### src/rtl/rsra_pkg.sv
// Package for the program sequencer and data memory addressing block.
// Assumes one instruction-cycle clock and an active-low asynchronous reset.
package rsra_pkg;

  // ----------------------------------------------------------------------
  // Sizes
  // ----------------------------------------------------------------------
  localparam int ROM_WORDS = 512;
  localparam int PC_W = 9;
  localparam int PAGE_COUNT = 8;
  localparam int PAGE_WORDS = 64;
  localparam int PAGE_OFF_W = 6;
  localparam int DIGIT_W = 4;
  localparam int RAM_REGS = 4;
  localparam int RAM_DIGITS = 8;
  localparam int RAM_ADDR_W = 5;
  localparam int RAM_WORDS = 32;

  // ----------------------------------------------------------------------
  // Reset values and fixed addresses
  // ----------------------------------------------------------------------
  localparam logic [8:0] PC_RESET = 9'h000;
  localparam logic [1:0] BR_RESET = 2'h0;
  localparam logic [3:0] BD_RESET = 4'h0;
  localparam logic [7:0] PORT_RESET = 8'h00;
  localparam logic [1:0] DIRECT_REG = 2'h3;
  localparam logic [3:0] DIRECT_DIGIT = 4'hf;
  localparam logic [3:0] BD_MAX = 4'hf;
  localparam logic [3:0] BD_MIN = 4'h0;

  // ----------------------------------------------------------------------
  // Sequencer operations
  // ----------------------------------------------------------------------
  typedef enum logic [2:0] {
    RSRA_SEQ_NEXT = 3'b000,
    RSRA_SEQ_JUMP = 3'b001,
    RSRA_SEQ_PAGE_JUMP = 3'b010,
    RSRA_SEQ_CALL = 3'b011,
    RSRA_SEQ_RETURN = 3'b100,
    RSRA_SEQ_INDIRECT = 3'b101
  } rsra_seq_t;

  // Data memory operations.
  typedef enum logic [2:0] {
    RSRA_MEM_NONE = 3'b000,
    RSRA_MEM_LOAD = 3'b001,
    RSRA_MEM_STORE = 3'b010,
    RSRA_MEM_EXCH = 3'b011,
    RSRA_MEM_XINC = 3'b100,
    RSRA_MEM_XDEC = 3'b101,
    RSRA_MEM_XDIRECT = 3'b110,
    RSRA_MEM_SETB = 3'b111
  } rsra_mem_t;

  // Data source for a RAM write.
  typedef enum logic [1:0] {
    RSRA_SRC_ACC = 2'b00,
    RSRA_SRC_PORT_LO = 2'b01,
    RSRA_SRC_PORT_HI = 2'b10
  } rsra_src_t;

endpackage

### src/rtl/rsra_ram.sv
// Digit memory: 32 words of 4 bits, registered read data.
// Assumes a single clock; contents are never cleared by reset.
`timescale 1ns/1ps
module rsra_ram
  import rsra_pkg::*;
(
  input wire logic clk,
  input wire logic wr_en,
  input wire logic [4:0] addr,
  input wire logic [3:0] wr_data,
  output logic [3:0] rd_data
);

  logic [3:0] mem [RAM_WORDS];

  // ----------------------------------------------------------------------
  // Storage
  // ----------------------------------------------------------------------
  // Read data reflect the old word so an exchange sees the prior value.
  always_ff @(posedge clk) begin
    if (wr_en) begin
      mem[addr] <= wr_data;
    end
    rd_data <= mem[addr];
  end

endmodule

### src/rtl/rsra_top.sv
// Program sequencer with two-level return stack and digit memory addressing.
// Assumes the instruction decoder drives seq_op, mem_op and operands for one
// cycle per instruction, and that the program store is outside this block.
// Notes on behaviour
// - A 9-bit counter addresses one of 512 eight-bit program words.
// - Page jumps see 8 pages of 64; indirect jumps keep bit 8 and load 8 bits.
// - Counter loads every cycle; plain instructions advance it by one.
// - Two 9-bit return slots form a last-in first-out stack.
// - Data memory holds 4 registers of 8 four-bit digits, 128 bits.
// - Six-bit pointer: top 2 bits pick register, low 3 digit bits pick digit.
// - Digit field top bit is ignored, so two values reach each digit.
// - Digit field drives the four general-purpose digit outputs.
// - Exchange-step skip is true on 0/15 wrap, never on 7/8.
// - Selected digit loads, stores, exchanges, copies out or takes port data.
// - Exchange-direct reaches register 3 digit 15 without the pointer.
// - Reset clears the program counter to address 0.
// - Reset leaves data memory contents untouched.
`timescale 1ns/1ps
module rsra_top
  import rsra_pkg::*;
(
  input wire logic clk,
  input wire logic rstn,
  input wire rsra_seq_t seq_op,
  input wire logic [8:0] jump_target,
  input wire logic [5:0] page_offset,
  input wire logic [7:0] rom_data,
  input wire rsra_mem_t mem_op,
  input wire rsra_src_t mem_src,
  input wire logic [3:0] acc_in,
  input wire logic [7:0] port_in,
  input wire logic [5:0] pointer_in,
  output logic [8:0] instruction_pointer,
  output logic [8:0] return_slot_one,
  output logic [8:0] return_slot_two,
  output logic [1:0] ram_register_select,
  output logic [3:0] ram_digit_select,
  output logic [3:0] digit_out,
  output logic [3:0] mem_digit,
  output logic skip_next
);

  // ----------------------------------------------------------------------
  // Helpers
  // ----------------------------------------------------------------------
  // Physical digit address; the digit field's top bit is dropped.
  function automatic logic [4:0] ram_addr(input logic [1:0] r, input logic [3:0] d);
    ram_addr = {r, d[2:0]};
  endfunction

  // ----------------------------------------------------------------------
  // Program sequencer
  // ----------------------------------------------------------------------
  logic [8:0] pc_reg, pc_next;
  logic [8:0] sa_reg, sa_next;
  logic [8:0] sb_reg, sb_next;
  logic [8:0] pc_inc;

  // Next address and stack movement for each control transfer.
  always_comb begin
    pc_inc = pc_reg + 9'h001;
    pc_next = pc_inc;
    sa_next = sa_reg;
    sb_next = sb_reg;
    unique case (seq_op)
      RSRA_SEQ_NEXT: begin
        pc_next = pc_inc;
      end
      RSRA_SEQ_JUMP: begin
        pc_next = jump_target;
      end
      RSRA_SEQ_PAGE_JUMP: begin
        pc_next = {pc_reg[8:6], page_offset};
      end
      RSRA_SEQ_CALL: begin
        pc_next = jump_target;
        sa_next = pc_inc;
        sb_next = sa_reg;
      end
      RSRA_SEQ_RETURN: begin
        pc_next = sa_reg;
        sa_next = sb_reg;
      end
      RSRA_SEQ_INDIRECT: begin
        pc_next = {pc_reg[8:8], rom_data};
      end
      default: begin
        pc_next = pc_inc;
      end
    endcase
  end

  // Sequencer registers; the counter restarts at address 0.
  always_ff @(posedge clk or negedge rstn) begin
    if (!rstn) begin
      pc_reg <= PC_RESET;
      sa_reg <= PC_RESET;
      sb_reg <= PC_RESET;
    end else begin
      pc_reg <= pc_next;
      sa_reg <= sa_next;
      sb_reg <= sb_next;
    end
  end

  assign instruction_pointer = pc_reg;
  assign return_slot_one = sa_reg;
  assign return_slot_two = sb_reg;

  // ----------------------------------------------------------------------
  // Data memory pointer
  // ----------------------------------------------------------------------
  logic [1:0] br_reg, br_next;
  logic [3:0] bd_reg, bd_next;
  logic skip_reg, skip_next_c;
  logic [3:0] bd_step;
  logic [4:0] ram_sel;
  logic ram_we;
  logic [3:0] ram_wdata;
  logic [3:0] ram_rdata;
  logic [7:0] port_meta_reg;
  logic [7:0] port_sync_reg;

  // Port pins arrive from outside the clock's domain, so they pass two flip-flops.
  // Only the second stage feeds the RAM write path; port data lag two cycles.
  always_ff @(posedge clk or negedge rstn) begin
    if (!rstn) begin
      port_meta_reg <= PORT_RESET;
      port_sync_reg <= PORT_RESET;
    end else begin
      port_meta_reg <= port_in;
      port_sync_reg <= port_meta_reg;
    end
  end

  // Pointer update, skip decision and RAM write selection.
  always_comb begin
    br_next = br_reg;
    bd_next = bd_reg;
    skip_next_c = 1'b0;
    bd_step = bd_reg;
    ram_sel = ram_addr(br_reg, bd_reg);
    ram_we = 1'b0;
    ram_wdata = acc_in;
    unique case (mem_src)
      RSRA_SRC_ACC: ram_wdata = acc_in;
      RSRA_SRC_PORT_LO: ram_wdata = port_sync_reg[3:0];
      RSRA_SRC_PORT_HI: ram_wdata = port_sync_reg[7:4];
      default: ram_wdata = acc_in;
    endcase
    unique case (mem_op)
      RSRA_MEM_NONE: begin
        ram_we = 1'b0;
      end
      RSRA_MEM_LOAD: begin
        ram_we = 1'b0;
      end
      RSRA_MEM_STORE: begin
        ram_we = 1'b1;
      end
      RSRA_MEM_EXCH: begin
        ram_we = 1'b1;
      end
      RSRA_MEM_XINC: begin
        ram_we = 1'b1;
        bd_step = bd_reg + 4'h1;
        bd_next = bd_step;
        skip_next_c = (bd_reg == BD_MAX);
      end
      RSRA_MEM_XDEC: begin
        ram_we = 1'b1;
        bd_step = bd_reg - 4'h1;
        bd_next = bd_step;
        skip_next_c = (bd_reg == BD_MIN);
      end
      RSRA_MEM_XDIRECT: begin
        ram_we = 1'b1;
        ram_sel = ram_addr(DIRECT_REG, DIRECT_DIGIT);
      end
      RSRA_MEM_SETB: begin
        br_next = pointer_in[5:4];
        bd_next = pointer_in[3:0];
      end
    endcase
  end

  // Pointer registers; memory itself keeps its contents across reset.
  always_ff @(posedge clk or negedge rstn) begin
    if (!rstn) begin
      br_reg <= BR_RESET;
      bd_reg <= BD_RESET;
      skip_reg <= 1'b0;
    end else begin
      br_reg <= br_next;
      bd_reg <= bd_next;
      skip_reg <= skip_next_c;
    end
  end

  // Thirty-two digit store, 4 registers by 8 digits.
  rsra_ram u_ram (
    .clk(clk),
    .wr_en(ram_we),
    .addr(ram_sel),
    .wr_data(ram_wdata),
    .rd_data(ram_rdata)
  );

  assign ram_register_select = br_reg;
  assign ram_digit_select = bd_reg;
  assign digit_out = bd_reg;
  assign mem_digit = ram_rdata;
  assign skip_next = skip_reg;
endmodule

### config.mk
export PLATFORM = sky130hd
export DESIGN_NAME = rsra_top
export DESIGN_NICKNAME = d
export VERILOG_FILES = /design/src/rtl/rsra_pkg.sv /design/src/rtl/rsra_ram.sv /design/src/rtl/rsra_top.sv
export SDC_FILE = /design/constraint.sdc
export NUM_CORES = 1
export LEC_CHECK = 0
export ABC_CLOCK_PERIOD_IN_PS = 4800
export BUFFER_PORTS_ARGS = -buffer_cell sky130_fd_sc_hd__buf_4
export CAP_MARGIN = 25
export CELL_PAD_IN_SITES_DETAIL_PLACEMENT = 0
export CELL_PAD_IN_SITES_GLOBAL_PLACEMENT = 1
export CORE_ASPECT_RATIO = 0.8
export CORE_UTILIZATION = 52
export DETAILED_ROUTE_END_ITERATION = 7
export HOLD_SLACK_MARGIN = 0.1
export PLACE_DENSITY = 0.82
export SLEW_MARGIN = 20
export SYNTH_ARGS = -nofsm -noshare
export SYNTH_HDL_FRONTEND = slang
export SYNTH_HIERARCHICAL = 1
export SYNTH_SLANG_ARGS = --single-unit
### constraint.sdc
create_clock -name clk -period 4.8 [get_ports clk]
set_input_delay 1.2 -clock clk [delete_from_list [all_inputs] [get_ports clk]]
set_output_delay 1.2 -clock clk [all_outputs]
set_load 0.005 [all_outputs]
# Word-level counts from Yosys, hierarchy flattened
# Memory sizes are Yosys's and may differ from the RTL's. A register that Yosys moved wholly into a read port is not among the register bits.
# Cells that the tools add are included.
totals:
  out_inout_bits: 42
  n_memories: 1
  ramBits: 128
  register_bits: 50
  in_bits: 51
  word_cells: 45
mem_list:
  columns: ["name", "depth", "width", "rd", "rd_clocked_by_memory_dff", "write_ports", "line_no", "rtl"]
  rows:
  - ["u_ram.mem", 32, 4, 1, 1, 1, "rsra_ram.sv:14", "logic [3:0] mem [RAM_WORDS];"]
op_classes:
  n_bitwise: 2
  reduce_logical: 6
  muxes: 9
  n_addsub: 3
  n_eq_ne: 14
op_table:
  columns: ["cell", "n"]
  rows:
  - ["$pmux W9 S4", 1]
  - ["$eq A3 B3 Y1 const B", 6]
  - ["$pmux W9 S2", 1]
  - ["$eq A3 B2 Y1 const B", 4]
  - ["$pmux W4 S3", 1]
  - ["$add A9 B1 Y9 const B", 1]
  - ["$pmux W4 S2", 1]
  - ["$mux W5", 1]
  - ["$reduce_or A5 Y1", 1]
  - ["$add A4 B1 Y4 const B", 1]
  - ["$eq A4 B4 Y1 const B", 1]
  - ["$logic_not A4 Y1", 1]
  - ["$sub A4 B1 Y4 const B", 1]
  - ["$eq A3 B1 Y1 const B", 1]
  - ["$mux W1", 3]
  - ["$reduce_bool A3 Y1", 1]
  - ["$eq A2 B1 Y1 const B", 1]
  - ["$eq A2 B2 Y1 const B", 1]
  - ["$not A1 Y1", 2]
  - ["$pmux W1 S2", 1]
  - ["$reduce_and A2 Y1", 1]
  - ["$reduce_bool A2 Y1", 1]
  - ["$reduce_or A2 Y1", 1]

# Logic depth before layout (Yosys ltp)
logic_depth:
  ltp_word: 5
  ltp_mapped: 10
  mapped_depth_nobuf: 6

# Modules after synthesis
# The synthesis kept the hierarchy.
by_module_without_submodules:
  columns: ["mod", "n_inst", "cells_each", "area_each_um2", "seq_area_each_um2"]
  rows:
  - ["rsra_ram", 1, 318, 5338.9, 3923.8]
  - ["rsra_top", 1, 244, 2626.3, 1251.2]

# Worst setup path before layout
# Ideal clock, no wire load.
synth_path:
  path_kind: "input -> register"
  startpoint: "input port mem_src[0]"
  endpoint: "memory u_ram.mem[0][0] (data pin)"
  path_buffers: 0
  cell_stages: 3
  t_arrival_ns: 2.918
  required_time_ns: 4.346
  slack_ns: 1.428
  setup_ns: 0.454
  path_cell_list: "inv_1 > ha_1 > o21ai_0"
synth_between:
  elab_chain_cells: 2
  elab_cells_between_ends: 3
  cone_classes: "2 x eq/ne; 1 x mux"
synth_rtl:
  columns: ["item", "line_no", "rtl"]
  rows:
  - ["from (decl)", "rsra_top.sv:29", "input wire rsra_src_t mem_src,"]
  - ["$eq A2 B2 Y1 or $eq A2 B1 Y1 (tied branches)", "rsra_top.sv:145", "unique case (mem_src)"]
  - ["$pmux W4 S2 *", "rsra_top.sv:145", null]
  - ["via ram_wdata[0]", "rsra_top.sv:119", "logic [3:0] ram_wdata;"]
  - ["to (decl)", "rsra_ram.sv:14", null]
# Mark *: on every way through the listed nets, which the timed path passes. The rest lies on a longest branch.

# Final worst setup path
layout_path:
  startpoint: "input port mem_op[0]"
  endpoint: "register u_ram.rd_data[2], read port of u_ram.mem"
layout_between:
  elab_chain_cells: 2
layout_rtl:
  columns: ["item", "line_no", "rtl"]
  rows:
  - ["from (decl)", "rsra_top.sv:28", "input wire rsra_mem_t mem_op,"]
  - ["$eq A3 B3 Y1", "rsra_top.sv:151", "unique case (mem_op)"]
  - ["$mux W5", "rsra_top.sv:151", null]
  - ["via ram_sel[1]", "rsra_top.sv:117", "logic [4:0] ram_sel;"]
  - ["to (decl)", "rsra_ram.sv:11", "output logic [3:0] rd_data"]
# The timed path passes the listed nets, and every way through them passes these cells.
# A chain may end at the register's enable or synchronous reset.

==> impl_metrics.toml <==
[placement]
routabilityCongestion = 0.793
post-dp-hpwl_um = 11800
port_buffers = 92
place_area_um2 = 8710
preCtsSetupSlack_ns = 0.975

[clock_tree]
post_cts_buffers = 0
cts_sinks = 182
path_clk_slew_ns = 0.06
tritoncts = "done"
cts_buffers = 17
clockBufferDepth = 2
htreeDepth = 4
root_buffer = "clkbuf_16"
clk_latency_ns = 0.43
cts-hold-fix-buffers = 0
cts.repair.resized = 0

[yosys]
synth_fp_nets = 617
synth_edf_count = 128
synth_cells = 562
synth_xor_area_frac = 0.00770
yosys_warnings = 6
synthDistinctLibCells = 65
netlist_top_cells_count = "edfxtp_1, mux2i_1, dfrtp_1, o22ai_1, nor2_1"
ys.flop_type = "edfxtp_1"
ys_seq_area_frac = 0.650
synth-async-reset-ratio = 0.275
synthMuxAreaShare = 0.104
yosys-top-cells-area = "edfxtp_1, dfrtp_1, mux2i_1"
yosys.area_share.simple = 0.103
ys_ff_latch = 182
synth.most_common_cell = "edfxtp_1"
synth_top_family_by_area = "multiplexers"
synth_fa_ha_area_frac = 0.00628
syn_area_um2 = 7970
synth_compound_area_frac = 0.0919
synth_top_cell_area_share = 0.483
synth_top_cell_by_area = "edfxtp_1"
syn_area_per_cell_um2 = 14.2

[setup_path]
end_kind = "flip-flop"
crit_required_ns = 5.11
crit_path_frequent_cell = "buf_4"
rrSetupSlack_ns = 1.96
cp_max_fo = 37
rr_endpoint = "u_ram/rd_data[2]"
cpMaxStageDelayCell = "buf_4"
r2r_cells = 6
cpPeakStageDelay_ns = 0.57
critPathKind = "in2reg"
arrival_ns = 3.74
path_buf_inv = 2
crit_family = "simple AND/OR/NAND/NOR gates"
r2r_start = "digit_out[1]"
startpoint_type = "input port"
path_cells = "buf_4, nand3b_1, nand2b_4, buf_4, mux2i_1, o22ai_1, nor4_1, nand2_1"

[layout]
drive_gt1_frac = 0.245
regArea_um2 = 5170
multi_input_area_um2 = 2510
antennaDiodeCount = 0
fin_area_um2 = 9320
largest_reg_flops = 128
fin_nets = 702
area_growth_pct = 17.0
largest-register = "u_ram/mem"
nFillCells = 1102

[die]
die_h_um = 113
num_rows = 40
initial_utilization = 0.532
die_area_um2 = 15800
coreArea_um2 = 15000
io_pins = 93
floorplan.die.width_um = 140

[global_route]
antenna_found_initial = 0
grt-ovfl-total = 0
grt_pass1_wl_um = 27600
grt_pass1_vias = 4991
grt_util_all_layers = 0.235
grt_max_degree = 51

[hold_path]
hp-class = "reg2reg"
hold_end = "port_sync_reg[7]"
whs_path_depth = 0
worstHoldStart = "port_meta_reg[7]"

[power_and_ir_drop]
peakVddDrop_mv = 0.351
power_leakage_nw = 3.70
power_density_nw_per_um2 = 459

[sta]
fmax_ghz = 0.292
finalCritPeriodShare = 0.714
setup-tns-final_ns = 0
fin_worst_skew_ns = 0.0105
slew_viol_final = 0
timing.final.ws_setup_ns = 1.37
max-slew-margin-rel = 0.297
rsz0062_at_grt = "no"
period_needed_ns = 3.43
worst_slew_pin_slew_ns = 1.06
hold_violations = 0
setup_violations = 0

[status]
status = "finished clean"

[route]
drtAntennaViolNets = 0
wl_per_cell_um = 20.9
drt_iter0_drc = 509
first_pass_iters = 5
dr_total_vias = 5166
drcViolationCount = 0
wl_um = 17700
viasPerCell = 6.08

[run]
drv_cap = 0
worst max path at each step:
stage,start,to,slack [ns],cells past startpoint
floorplan,mem_src[0],u_ram/mem[0][0],1.43,3
global placement,mem_op[0],u_ram/rd_data[3],1.01,8
detailed placement,mem_op[0],u_ram/rd_data[3],0.97,8
CTS,mem_op[0],u_ram/rd_data[2],1.43,8
global route,mem_op[0],u_ram/rd_data[2],1.23,8
finish,mem_op[0],u_ram/rd_data[2],1.37,8
area by class of cell:
class	instances	area share
clock buffers	18	0.0460
clock inverters	14	0.0197
inverters	11	0.00443
multi-input cells	336	0.269
flip-flops and latches	182	0.555
well taps	189	0.0254
repair buffers	99	0.0797
stage by stage:
stage / util / hold slack [ns] / instances / power, mW
finish: 0.623 / 0.348 / 849 / 4.28
global route: 0.623 / 0.357 / 849 / 4.44
CTS: 0.623 / 0.349 / 849 / 4.29
detailed placement: 0.582 / 0.335 / 817 / 2.86
global placement: 0.582 / 0.334 / 817 / 2.84
floorplan: - / 0.331 / 562 / 2.52
where the power goes:
group	internal, mW	leakage (nW)	switching [mW]
combinational	0.406	1.60	0.461
clock	0.866	0.295	0.574
sequential	1.85	1.80	0.123
cells in the final DEF (no fill, tap or decap), types with 3 or more instances in the layout:
cell type / count
o21ai_0: 8
clkbuf_16: 17
nand4b_1: 4
a21oi_1: 14
mux2i_1: 67
a22oi_1: 14
clkinv_4: 3
dfrtp_1: 50
nand2b_1: 7
nand4bb_1: 3
bufinv_16: 4
ha_1: 4
edfxtp_1: 128
mux2_2: 14
nor3_1: 6
o22ai_1: 43
xnor2_1: 4
dfxtp_1: 4
or4b_4: 4
nand3_1: 8
nand2_1: 24
nand4_1: 3
inv_1: 11
or4bb_1: 3
xor2_1: 3
and3_1: 3
nor4_1: 8
o22a_1: 6
nand3b_1: 8
o21ai_2: 4
buf_4: 99
nor2_1: 34
a211oi_1: 4
clkinv_2: 3
cell families after synthesis:
family,Yosys count
xor+xnor,7
compound gates,110
flops,182
buf+inv,44
fa+ha+maj,4
simple gates,134
mux,81
per-layer routing:
metal	GRT usage	up-vias	wire, um
met5	0	-	0
met4	0.0733	0	212
met3	0.0741	21	1440
met2	0.339	229	8000
met1	0.341	2567	8090
li1	-	2349	-
(Power assumes the default switching activity.)
